$ cat src/pkg/ccsirq_pkg.sv
// ccsirq_pkg: constants for the clock chip status and interrupt block.
// assumes a 50 MHz mclk_in and a byte-wide register port decoded elsewhere.
//
// Behaviour
// - identity register low five bits: device code
// - bits 6:5 report revision; zero means elsewhere
// - ready bit reads low after reset window
// - ready bit rises within 55 ms
// - reference failure sets fault status bit 0
// - fault status set only when enabled
// - any set status bit raises interrupt line
// - holdover entry sets loop status bit 0
// - loss of lock sets loop status bit 1
// - fault enable low: no record, no interrupt
// - holdover enable low: no record, no interrupt
// - unlock enable bit 1 gates unlock bit
package ccsirq_pkg;
  // ---------------------------------------------------------------
  // register offsets
  // ---------------------------------------------------------------
  localparam logic [7:0] ADDR_IDENT = 8'h00;
  localparam logic [7:0] ADDR_REF_STATUS = 8'h02;
  localparam logic [7:0] ADDR_LOOP_STATUS = 8'h03;
  localparam logic [7:0] ADDR_REF_ENABLE = 8'h04;
  localparam logic [7:0] ADDR_LOOP_ENABLE = 8'h05;
  // ---------------------------------------------------------------
  // field positions and reset values
  // ---------------------------------------------------------------
  localparam int IDENT_CODE_LSB = 0;
  localparam int IDENT_REV_LSB = 5;
  localparam int IDENT_READY_BIT = 7;
  localparam int REF_FAULT_BIT = 0;
  localparam int HOLDOVER_BIT = 0;
  localparam int UNLOCK_BIT = 1;
  localparam logic [7:0] STATUS_RESET = 8'h00;
  localparam logic [7:0] ENABLE_RESET = 8'h00;
  // arbitrary identity values, not tied to any real part
  localparam logic [4:0] DEVICE_IDENT_FIELD = 5'h15;
  localparam logic [1:0] DEVICE_REVISION = 2'h1;
  // ---------------------------------------------------------------
  // timing
  // ---------------------------------------------------------------
  localparam int CLK_PERIOD_NS = 20;
  localparam int INIT_LOW_MS = 45;
  localparam int READY_MAX_MS = 55;
  // least time: ready stays low at least 45 ms
  localparam int INIT_LOW_CYCLES = (INIT_LOW_MS * 1000000 + CLK_PERIOD_NS - 1) / CLK_PERIOD_NS;
  // ready rises no later than 55 ms; rounded down
  localparam int READY_MAX_CYCLES = (READY_MAX_MS * 1000000) / CLK_PERIOD_NS;
  localparam int CNT_W = 22;
endpackage : ccsirq_pkg

$ cat src/core/ccsirq_top.sv
// ccsirq_top: identity, readiness, sticky status, enables and interrupt line.
// assumes a byte register port (addr, wdata, write and read strobes) on mclk_in;
// monitor event inputs are asynchronous levels from the reference and loop logic.
`timescale 1ns/10ps
module ccsirq_top #(
  parameter int INIT_LOW_CYCLES = ccsirq_pkg::INIT_LOW_CYCLES,
  parameter int READY_CYCLES = ccsirq_pkg::READY_MAX_CYCLES
) (
  input wire logic mclk_in,
  input wire logic rst_n_in,
  input wire logic [7:0] reg_addr_in,
  input wire logic [7:0] reg_wdata_in,
  input wire logic reg_wr_in,
  input wire logic reg_rd_in,
  input wire logic ref_fail_in,
  input wire logic holdover_in,
  input wire logic loop_unlock_flag_in,
  output logic [7:0] reg_rdata_out,
  output logic irq_out,
  output logic ready_out
);
  // ---------------------------------------------------------------
  // event synchronisers
  // ---------------------------------------------------------------
  logic ref_fail_s;
  logic holdover_s;
  logic unlock_s;
  logic ref_fail_d_reg;
  logic holdover_d_reg;
  logic unlock_d_reg;

  ccsirq_sync u_ref (
    .mclk_in(mclk_in),
    .rst_n_in(rst_n_in),
    .async_in(ref_fail_in),
    .level_out(ref_fail_s)
  );
  ccsirq_sync u_hold (
    .mclk_in(mclk_in),
    .rst_n_in(rst_n_in),
    .async_in(holdover_in),
    .level_out(holdover_s)
  );
  ccsirq_sync u_unlock (
    .mclk_in(mclk_in),
    .rst_n_in(rst_n_in),
    .async_in(loop_unlock_flag_in),
    .level_out(unlock_s)
  );

  // ---------------------------------------------------------------
  // decode
  // ---------------------------------------------------------------
  function automatic logic hit(input logic [7:0] a, input logic [7:0] off);
    hit = (a == off);
  endfunction : hit

  logic [7:0] ref_status_reg;
  logic [7:0] loop_status_reg;
  logic [7:0] ref_enable_reg;
  logic [7:0] loop_enable_reg;
  logic [ccsirq_pkg::CNT_W-1:0] init_cnt_reg;
  logic ready_reg;

  wire wr_ref_en = reg_wr_in && hit(reg_addr_in, ccsirq_pkg::ADDR_REF_ENABLE);
  wire wr_loop_en = reg_wr_in && hit(reg_addr_in, ccsirq_pkg::ADDR_LOOP_ENABLE);
  // host clears sticky bits by writing one to them
  wire wr_ref_st = reg_wr_in && hit(reg_addr_in, ccsirq_pkg::ADDR_REF_STATUS);
  wire wr_loop_st = reg_wr_in && hit(reg_addr_in, ccsirq_pkg::ADDR_LOOP_STATUS);

  // rising edge of a monitor level counts as one event
  wire ref_evt = ref_fail_s && !ref_fail_d_reg;
  wire hold_evt = holdover_s && !holdover_d_reg;
  wire unlock_evt = unlock_s && !unlock_d_reg;

  wire ref_set = ref_evt && ref_enable_reg[ccsirq_pkg::REF_FAULT_BIT];
  wire hold_set = hold_evt && loop_enable_reg[ccsirq_pkg::HOLDOVER_BIT];
  wire unlock_set = unlock_evt && loop_enable_reg[ccsirq_pkg::UNLOCK_BIT];

  wire [7:0] ref_clr = wr_ref_st ? reg_wdata_in : 8'h00;
  wire [7:0] loop_clr = wr_loop_st ? reg_wdata_in : 8'h00;
  wire [7:0] ref_set_v = {7'h00, ref_set};
  wire [7:0] loop_set_v = {6'h00, unlock_set, hold_set};
  // set wins over a clear in the same cycle
  wire [7:0] ref_status_next = (ref_status_reg & ~ref_clr) | ref_set_v;
  wire [7:0] loop_status_next = (loop_status_reg & ~loop_clr) | loop_set_v;

  wire irq_next = (|ref_status_next) || (|loop_status_next);

  // ---------------------------------------------------------------
  // readiness sequencing
  // ---------------------------------------------------------------
  // the undefined window after reset also reads low, so two phases suffice
  typedef enum logic [1:0] {
    CCSIRQ_COUNTING = 2'b01,
    CCSIRQ_READY = 2'b10
  } ccsirq_rdy_t;

  ccsirq_rdy_t rdy_state_reg;
  ccsirq_rdy_t rdy_state_next;

  // last count before ready: flag is up after READY_CYCLES edges, not one later
  localparam int READY_LAST = READY_CYCLES - 1;

  wire cnt_run = (rdy_state_reg == CCSIRQ_COUNTING);
  wire cnt_done = (init_cnt_reg == READY_LAST[ccsirq_pkg::CNT_W-1:0]);

  always_comb
  begin
    rdy_state_next = rdy_state_reg;
    case (rdy_state_reg)
      CCSIRQ_COUNTING:
        if (cnt_done)
          rdy_state_next = CCSIRQ_READY;
      CCSIRQ_READY:
        rdy_state_next = CCSIRQ_READY;
      default:
        rdy_state_next = CCSIRQ_COUNTING;
    endcase
  end

  // ready forced low through the init window, then held until reset
  wire ready_next = (rdy_state_next == CCSIRQ_READY);
  wire [7:0] ident_word = {ready_reg, ccsirq_pkg::DEVICE_REVISION,
                           ccsirq_pkg::DEVICE_IDENT_FIELD};

  // ---------------------------------------------------------------
  // read selection
  // ---------------------------------------------------------------
  // unmapped offsets read as zero; rdata holds between reads
  wire [7:0] rdata_next =
    !reg_rd_in ? reg_rdata_out :
    hit(reg_addr_in, ccsirq_pkg::ADDR_IDENT) ? ident_word :
    hit(reg_addr_in, ccsirq_pkg::ADDR_REF_STATUS) ? ref_status_reg :
    hit(reg_addr_in, ccsirq_pkg::ADDR_LOOP_STATUS) ? loop_status_reg :
    hit(reg_addr_in, ccsirq_pkg::ADDR_REF_ENABLE) ? ref_enable_reg :
    hit(reg_addr_in, ccsirq_pkg::ADDR_LOOP_ENABLE) ? loop_enable_reg : 8'h00;

  // ---------------------------------------------------------------
  // edge detectors
  // ---------------------------------------------------------------
  // delayed copies reset to the idle level, so reset makes no false event
  always_ff @(posedge mclk_in or negedge rst_n_in)
  begin
    if (!rst_n_in)
    begin
      ref_fail_d_reg <= 1'b0;
      holdover_d_reg <= 1'b0;
      unlock_d_reg <= 1'b0;
    end
    else
    begin
      ref_fail_d_reg <= ref_fail_s;
      holdover_d_reg <= holdover_s;
      unlock_d_reg <= unlock_s;
    end
  end

  // ---------------------------------------------------------------
  // sticky status
  // ---------------------------------------------------------------
  always_ff @(posedge mclk_in or negedge rst_n_in)
  begin
    if (!rst_n_in)
    begin
      ref_status_reg <= ccsirq_pkg::STATUS_RESET;
      loop_status_reg <= ccsirq_pkg::STATUS_RESET;
    end
    else
    begin
      ref_status_reg <= ref_status_next;
      loop_status_reg <= loop_status_next;
    end
  end

  // ---------------------------------------------------------------
  // enables
  // ---------------------------------------------------------------
  // reserved bits are kept as written; only the low bits gate events
  always_ff @(posedge mclk_in or negedge rst_n_in)
  begin
    if (!rst_n_in)
    begin
      ref_enable_reg <= ccsirq_pkg::ENABLE_RESET;
      loop_enable_reg <= ccsirq_pkg::ENABLE_RESET;
    end
    else
    begin
      if (wr_ref_en)
        ref_enable_reg <= reg_wdata_in;
      if (wr_loop_en)
        loop_enable_reg <= reg_wdata_in;
    end
  end

  // ---------------------------------------------------------------
  // readiness counter
  // ---------------------------------------------------------------
  always_ff @(posedge mclk_in or negedge rst_n_in)
  begin
    if (!rst_n_in)
    begin
      init_cnt_reg <= '0;
      rdy_state_reg <= CCSIRQ_COUNTING;
      ready_reg <= 1'b0;
    end
    else
    begin
      if (cnt_run)
        init_cnt_reg <= init_cnt_reg + 1'b1;
      rdy_state_reg <= rdy_state_next;
      ready_reg <= ready_next;
    end
  end

  // ---------------------------------------------------------------
  // outputs
  // ---------------------------------------------------------------
  // ready level mirrors the register bit for a host polling pin
  always_ff @(posedge mclk_in or negedge rst_n_in)
  begin
    if (!rst_n_in)
    begin
      irq_out <= 1'b0;
      reg_rdata_out <= 8'h00;
      ready_out <= 1'b0;
    end
    else
    begin
      irq_out <= irq_next;
      reg_rdata_out <= rdata_next;
      ready_out <= ready_next;
    end
  end
endmodule : ccsirq_top

$ cat src/core/ccsirq_sync.sv
// ccsirq_sync: three-stage synchroniser with agreement filter for event pins.
// assumes asynchronous inputs; output changes only when stages 2 and 3 agree.
`timescale 1ns/10ps
module ccsirq_sync (
  input wire logic mclk_in,
  input wire logic rst_n_in,
  input wire logic async_in,
  output logic level_out
);
  logic s1_reg;
  logic s2_reg;
  logic s3_reg;
  always_ff @(posedge mclk_in or negedge rst_n_in)
  begin
    if (!rst_n_in)
    begin
      s1_reg <= 1'b0;
      s2_reg <= 1'b0;
      s3_reg <= 1'b0;
      level_out <= 1'b0;
    end
    else
    begin
      s1_reg <= async_in;
      s2_reg <= s1_reg;
      s3_reg <= s2_reg;
      if (s2_reg == s3_reg)
        level_out <= s3_reg;
    end
  end
endmodule : ccsirq_sync

$ cat config.mk
export PLATFORM = sky130hd
export DESIGN_NAME = ccsirq_top
export DESIGN_NICKNAME = d
export VERILOG_FILES = /design/src/pkg/ccsirq_pkg.sv /design/src/core/ccsirq_top.sv /design/src/core/ccsirq_sync.sv
export SDC_FILE = /design/constraint.sdc
export NUM_CORES = 1
export LEC_CHECK = 0
export BUFFER_PORTS_ARGS = -buffer_cell sky130_fd_sc_hd__buf_2
export CAP_MARGIN = 10
export CORE_ASPECT_RATIO = 0.6
export CORE_UTILIZATION = 40
export CTS_CLUSTER_SIZE = 12
export DETAILED_ROUTE_END_ITERATION = 16
export RECOVER_POWER = 100
export SLEW_MARGIN = 15
export SYNTH_ARGS = -nofsm -noshare
export SYNTH_HDL_FRONTEND = slang
export SYNTH_SLANG_ARGS = --single-unit
$ cat constraint.sdc
create_clock -name mclk_in -period 6.44 [get_ports mclk_in]
set_clock_uncertainty 0.15 [all_clocks]
set_input_delay 1.288 -clock mclk_in [delete_from_list [all_inputs] [get_ports mclk_in]]
set_output_delay 1.288 -clock mclk_in [all_outputs]
set_load 0.02 [all_outputs]
**Word-level counts from Yosys, hierarchy flattened**

Cells that the tools add are included.

- Flip-flop bits (word level): 81
- Bits of input ports: 23
- Output and inout port bits: 10
- Logic and storage cells: 68

- $add $sub $neg: 1
- Equality and inequality tests: 11
- Mux-type cells: 9
- Bitwise logic cells: 6
- Reduce and logical (&&, ||, !) cells: 17

Operator list:

| cell | number |
|---|---|
| $mux W8 | 7 |
| $add A22 B1 Y22 const B | 1 |
| $eq A22 B22 Y1 const B | 1 |
| $and A8 B8 Y8 | 2 |
| $eq A8 B2 Y1 const B | 2 |
| $eq A8 B3 Y1 const B | 2 |
| $not A8 Y8 | 2 |
| $reduce_or A8 Y1 | 2 |
| $logic_and A1 B1 Y1 | 10 |
| $logic_not A8 Y1 | 1 |
| $or A8 B1 Y8 | 1 |
| $or A8 B2 Y8 | 1 |
| $eq A2 B2 Y1 const B | 2 |
| $pmux W2 S2 | 1 |
| $eq A1 B1 Y1 | 3 |
| $logic_not A1 Y1 | 3 |
| $eq A2 B1 Y1 const B | 1 |
| $mux W2 | 1 |
| $logic_or A1 B1 Y1 | 1 |

**Depth between registers and ports, before layout**

Gate-level depths: netlist of the first run.

- Depth after elaboration: 8
- Gate-level depth with buffers: 9
- Gate-level depth less buffers: 7

**By module**

Synthesis of the first run repeated with hierarchy kept, for this count alone.

- Cell total of the unflattened synthesis: 291
- Area total of the unflattened synthesis: 3462.1 um2

By module, submodules not included:

| module | times used | cells an instance | area each (um2) | seq. area each (um2) |
|---|---|---|---|---|
| ccsirq_top | 1 | 276 | 3128.0 | 1727.9 |
| ccsirq_sync | 3 | 5 | 111.4 | 100.1 |

**Least setup slack after synthesis of the first run**

No wires, ideal clock.

- Kind: input -> register
- Start: in reg_addr_in[4]
- End: reg irq_out
- Setup time: 136 ps
- Arrival time: 2869 ps
- Path slack: 3285 ps
- Stages: 7
- Buffers on the path: 2
- Path through: or4_4 > buf_6 > buf_8 > o41ai_1 > nand2_1 > nor4_2 > nand4b_1

- Longest elaborated chain between the ends: 8
- Elaborated cells between the ends (all ways): 15

Ends and longest elaborated chain:

| item | line | RTL |
|---|---|---|
| start, declared | ccsirq_top.sv:11 | `input wire logic [7:0] reg_addr_in,` |
| $eq A8 B2 Y1 | ccsirq_top.sv:55 | `hit = (a == off);` |
| $logic_and A1 B1 Y1 (on tied branches) | ccsirq_top.sv:68, ccsirq_top.sv:69 |  |
| $mux W8 (on tied branches) | ccsirq_top.sv:80, ccsirq_top.sv:81 |  |
| $not A8 Y8 (on tied branches) | ccsirq_top.sv:85, ccsirq_top.sv:86 |  |
| $and A8 B8 Y8 (on tied branches) | ccsirq_top.sv:85, ccsirq_top.sv:86 |  |
| $or A8 B1 Y8 / $or A8 B2 Y8 (equally long branches) | ccsirq_top.sv:85, ccsirq_top.sv:86 |  |
| $reduce_or A8 Y1 | ccsirq_top.sv:88 | `wire irq_next = (\|ref_status_next) \|\| (\|loop_status_next);` |
| $logic_or A1 B1 Y1 * | ccsirq_top.sv:88 |  |
| via irq_next | ccsirq_top.sv:88 |  |
| end signal, assigned | ccsirq_top.sv:230 | `irq_out <= irq_next;` |
| end, declared | ccsirq_top.sv:19 | `output logic irq_out,` |

The timed path passes the listed nets; every way through them passes the cells marked *.
A chain may end at the register's enable or synchronous reset.

**Final worst setup path of the first run**

- Start: in reg_addr_in[6]
- End: reg loop_enable_reg[5]

- Longest elaborated chain between the ends: 2

Ends and longest elaborated chain:

| item | line | RTL |
|---|---|---|
| $eq A8 B3 Y1 | ccsirq_top.sv:55 |  |
| $logic_and A1 B1 Y1 | ccsirq_top.sv:66 | `wire wr_loop_en = reg_wr_in && hit(reg_addr_in, ccsirq_pkg::ADDR_LOOP_ENABLE);` |
| end signal, assigned | ccsirq_top.sv:185 | `loop_enable_reg <= ccsirq_pkg::ENABLE_RESET;` |
| end signal, assigned | ccsirq_top.sv:192 | `loop_enable_reg <= reg_wdata_in;` |
| end, declared | ccsirq_top.sv:61 | `logic [7:0] loop_enable_reg;` |

Every way passes these cells.

==> results.ini, run 1 <==
[outcome]
status=completed

[cts]
cts_tree=yes
clk_latency_ns=0.34
clock_path_buffers=2
clk_pin_slew_ns=0.06
root_buffer=clkbuf_16
cts_setup_buffers=0
cts_hold_buf=0
numCtsBuffers=9
ctsResizeCount=0
htreeDepth=3
cts.sinks=81

[power]
p_leak_nw=1.82
peakVddDrop_uv=143
power_density_nw_per_um2=278

[placed_design]
portBuffers=32
dp_hpwl_mm=5.36
gp_congestion=0.784

[worst_setup_path]
reg2reg_slack_ns=3.67
crit_path_end_kind=flop
crit_arrival_ns=3.41
reg2reg_to=init_cnt_reg[21]$_DFFE_PN0P_
r2r-start=rdy_state_reg[0]$_DFF_PN1_
reg2regPathDepth=6
worst-path-max-fanout=13
cp.required_ns=6.51
worstSetupStartpointType=input pin
worstSetupPathType=input pin to flop

[sta]
rsz0062_at_grt=no
hold_violations=0
slew_headroom_pct=33.4
drv_slew=0
fin_crit_sh_pct=51.9
fin_crit_ns=3.34
setup-violations-final=0
worstMarginPinSlew_ns=0.998
fin_tns_setup_ns=0
max_freq_mhz=299

[routing]
wl_per_cell_um=17.0
drc=0
firstDrtPassIters=4
totalWireLength_mm=7.52
ant_nets=0
vias=2376
drt-vias-per-instance=5.36
drtIter0Drc=226

[global_route]
grt_max_degree=82
antenna_found_initial=0
grt_pass1_vias=2264
track_usage_pct=18.9
grt_pass1_wl_mm=12.5
overflow=0

[floorplanning]
start_util_pct=42.8
die_area_um2=9080
fp.dieH_um=74.2
num_rows=25
ios=33
die-width_um=122
core_area_um2=8130

[job]
cap_viol_max_count=0

[finish]
mostFrequentLayoutCell=dfrtp_1
drive_gt1_share_pct=15.5
num-fill-cells=730
final_core_util_pct=49.2
area_growth_pct=15.0
final_nets=356
diodes=0
largest_reg_flops=22
final_cell_mix=dfrtp_1, nand2_1, inv_1, buf_2, xnor2_1

[yosys]
synth_ff_type=dfrtp_1
synth-async-reset-ratio_pct=100
synth_seq_area_share_pct=58.3
synthCells=301
synth_area_um2=3480
synth_edf_count=0
ys_types=47
yosysWarningCount=0
synth_nets=327
synth_seq_cells=81
syn_avg_cell_area_um2=11.6

[worst_hold_path]
hp-start=u_hold.s1_reg$_DFF_PN0_
hp-class=flop to flop
hold_end=u_hold.s2_reg$_DFF_PN0_
hold_path_depth=0

power by group:
group | leakage (nW) | switching [mW] | internal (mW)
Combinational | 0.618 | 0.0318 | 0.0160
Sequential | 1.05 | 0.00743 | 0.523
Clock | 0.152 | 0.196 | 0.337
Total | 1.82 | 0.235 | 0.876
cells in the mapped netlist (all sizes together) (2+ instances only):
cell type,n,share of area (%)
o22a,4,1.0
nand2,28,3.0
dfrtp,80,58
ha,3,1.1
maj3,3,0.86
a21boi,5,1.1
nand4,10,1.8
nor4b,3,1.2
and3,2,0.36
o21a,3,0.65
nand2b,2,0.36
nand3,5,0.72
mux2i,8,2.3
nor4,3,0.72
xnor2,15,3.8
nand3b,3,0.65
nor3,8,1.2
a32oi,4,1.0
nor2,14,1.5
or2,3,0.54
a21oi,5,0.72
buf,5,1.2
o21ai,12,1.7
or3b,2,0.50
inv,20,2.2
clkbuf,9,0.97
mux2,8,2.6
o41ai,10,2.5
xor2,6,1.5
o31ai,2,0.43
o32ai,3,0.76
o22ai,4,0.72
final cells by class:
| class | count | area (um^2) | area share [%] |
|---|---|---|---|
| inverter | 20 | 75.1 | 1.88 |
| tap | 108 | 135 | 3.38 |
| clock buffer | 10 | 229 | 5.72 |
| timing repair buffer | 32 | 149 | 3.72 |
| multi-input combinational | 186 | 1300 | 32.5 |
| clock inverter | 6 | 82.6 | 2.06 |
| sequential | 81 | 2030 | 50.7 |
worst max-delay path by stage:
| stage | start | end |
|---|---|---|
| 2_1_floorplan | reg_addr_in[4] | irq_out$_DFF_PN0_ |
| 3_3_place_gp | reg_addr_in[6] | loop_enable_reg[5]$_DFFE_PN0P_ |
| 3_5_place_dp | reg_addr_in[6] | loop_enable_reg[5]$_DFFE_PN0P_ |
| 4_1_cts | reg_addr_in[6] | loop_enable_reg[5]$_DFFE_PN0P_ |
| 5_1_grt | reg_addr_in[6] | loop_enable_reg[5]$_DFFE_PN0P_ |
| 6_report | reg_addr_in[6] | loop_enable_reg[5]$_DFFE_PN0P_ |
critical path: stages:
cell	delay [ns]
buf_2	0.10
or4b_2	0.66
nor4_1	0.44
nand3_1	0.49
mux2_2	0.42
layer usage:
layer / global-route usage, % / vias to the layer above / wire, um
li1: - / 1129 / -
met1: 30.6 / 1138 / 4070
met2: 22.4 / 100 / 2600
met3: 5.90 / 9 / 756
met4: 7.32 / 0 / 88
met5: 0 / - / 0
metrics by stage:
step	power, mW	hold WS [ns]	instances	worst slack [ns]	area [um^2]
6_report	1.11	0.198	443	3.10	4000
5_1_grt	1.15	0.203	443	3.00	4000
4_1_cts	1.12	0.199	443	3.16	4010
3_5_place_dp	0.589	0.186	427	2.81	3700
3_3_place_gp	0.588	0.184	427	2.86	3700
2_1_floorplan	0.562	0.181	301	3.28	3480
cells by family (layout without fill, tap and decap cells):
| logic type | count (synthesis) | after routing | synth area share, % |
|---|---|---|---|
| AO/OA/AOI/OAI | 55 | 55 | 11.4 |
| XOR/XNOR | 21 | 21 | 5.29 |
| adder cells (fa/ha/maj) | 6 | 6 | 1.94 |
| buffers and inverters | 34 | 68 | 4.28 |
| flip-flops | 81 | 81 | 58.3 |
| multiplexers | 16 | 16 | 4.89 |
| AND/OR/NAND/NOR | 88 | 88 | 13.9 |
(Power assumes the default switching activity.)
==> inputs of run 2 (changes only) <==
==> constraint.sdc (replaced) <==
create_clock -name mclk_in -period 3.4 [get_ports mclk_in]
set_clock_uncertainty 0.15 [all_clocks]
set_input_delay 0.68 -clock mclk_in [delete_from_list [all_inputs] [get_ports mclk_in]]
set_output_delay 0.68 -clock mclk_in [all_outputs]
set_load 0.02 [all_outputs]
==> run 2 against run 1 <==
Net effect: the run now ends with max-capacitance violations, max-slew violations left; largest power group is now sequential cells; via count shrank 1.4%; combinational power is 88% higher; count of clock-buffer cells in the layout rose by 1; worst setup slack worse by 2.5 ns.
==> results.ini, run 2 (synthesis results as in run 1) <==
[finish]
final_nets=359
largest_reg_flops=22
regArea_um2=2030
num-fill-cells=752
area_growth_pct=15.0
post_layout_nonfiller_instances=446
multi_input_area_um2=1290
mostFrequentLayoutCell=dfrtp_1
final_cell_mix=dfrtp_1, nand2_1, inv_1, buf_2, xnor2_1
drive_gt1_share_pct=15.7
diodes=0

[cts]
cts_tree=yes
ctsResizeCount=0
cts.sinks=81
numCtsBuffers=9
cts_setup_buffers=0
clock_path_buffers=2
clk_latency_ns=0.33
cts_hold_buf=0
htreeDepth=3
root_buffer=clkbuf_16
clk_pin_slew_ns=0.06

[worst_setup_path]
crit_path_cell_trace=ha_1 > clkbuf_1 > nand3_1 > or2_2 > nor3_1 > clkbuf_1 > or3b_2 > xnor2_1
crit_path_frequent_cell=clkbuf_1
worst-path-max-fanout=9
worstSetupStartpointType=flop
crit_path_end_kind=flop
crit_arrival_ns=2.85
crit_path_top_delay_cell=dfstp_1
cp.required_ns=3.47
critical_path.max_stage_delay_ns=0.55
reg2regPathDepth=8
worstSetupPathType=flop to flop

[routing]
firstDrtPassIters=4
ant_nets=0
vias=2343
totalWireLength_mm=7.41
drtIter0Drc=185
drt-vias-per-instance=5.25
drc=0
wl_per_cell_um=16.6

[floorplanning]
fp.dieH_um=74.2
num_rows=25
die-width_um=122
die_area_um2=9080
core_area_um2=8130
ios=33
start_util_pct=42.8

[placed_design]
pre_cts_slack_ns=0.285
placedCellCount=430
gp_congestion=0.772
portBuffers=32
dp_hpwl_mm=5.43

[sta]
fin_crit_sh_pct=81.9
max_freq_mhz=359
fin_crit_ns=2.78
worstMarginPinSlew_ns=1.95
setup_slack_ns=0.617
hold_violations=0
setup-violations-final=0
fin_tns_setup_ns=0
slew_headroom_pct=-30.1
rsz0062_at_grt=no
drv_slew=82

[global_route]
track_usage_pct=18.8
grt_max_degree=82
grt_pass1_wl_mm=12.3
grt_pass1_vias=2253
antenna_found_initial=0
overflow=0

[outcome]
status=finished with violations
violations=max-capacitance violations, max-slew violations

[job]
cap_viol_max_count=1

[power]
power_density_nw_per_um2=518
power.total_mw=2.07
peakVddDrop_uv=249
p_leak_nw=1.83

[worst_hold_path]
hp-class=flop to flop
hold_path_depth=0

-- run 2: final timing paths --
check	from	end	slack (ns)
setup / recovery	rdy_state_reg[0]$_DFF_PN1_	init_cnt_reg[21]$_DFFE_PN0P_	0.62
hold / removal	u_ref.s1_reg$_DFF_PN0_	u_ref.s2_reg$_DFF_PN0_	0.20
setup reg to reg	rdy_state_reg[0]$_DFF_PN1_	init_cnt_reg[21]$_DFFE_PN0P_	0.62
hold reg to reg	u_ref.s1_reg$_DFF_PN0_	u_ref.s2_reg$_DFF_PN0_	0.20
max in group asynchronous	rst_n_in	u_ref.level_out$_DFFE_PN0N_	1.21
min in group asynchronous	rst_n_in	init_cnt_reg[0]$_DFFE_PN0P_	0.71
-- run 2: layer usage --
layer / global-route usage, % / routed length, um / vias to the layer above
met4: 6.50 / 87 / 0
met1: 30.3 / 4230 / 1140
met2: 22.4 / 2620 / 57
li1: - / - / 1140
met3: 6.29 / 476 / 6
met5: 0 / 0 / -
-- run 2: layout make-up --
| cell class | count | share of cell area [%] |
|---|---|---|
| Clock buffer | 11 | 6.32 |
| Tap cell | 108 | 3.38 |
| Sequential cell | 81 | 50.7 |
| Clock inverter | 5 | 1.34 |
| Inverter | 20 | 1.88 |
| Multi-Input combinational cell | 186 | 32.4 |
| Timing Repair Buffer | 35 | 4.03 |
-- run 2: stage by stage --
step	cell area, um^2	util [%]	hold WS, ns
floorplan	3480	-	0.181
global placement	3720	45.8	0.183
detailed placement	3720	45.8	0.188
CTS	4030	49.6	0.202
global route	4000	49.2	0.203
finish	4000	49.2	0.198
-- run 2: critical path, delay by kind of cell (launching register included) --
kind                     cells  cell delay (ns)
XOR/XNOR                     1             0.13
adder cells (fa/ha/maj)      1             0.16
buffers and inverters        2             0.53
flip-flops                   1             0.55
AND/OR/NAND/NOR              4             1.15
-- run 2: power by group --
part	internal (mW)	switching [mW]	total [mW]	leakage [nW]
registers	0.991	0.0147	1.01	1.05
clock network	0.606	0.372	0.978	0.155
logic	0.0305	0.0595	0.0900	0.623
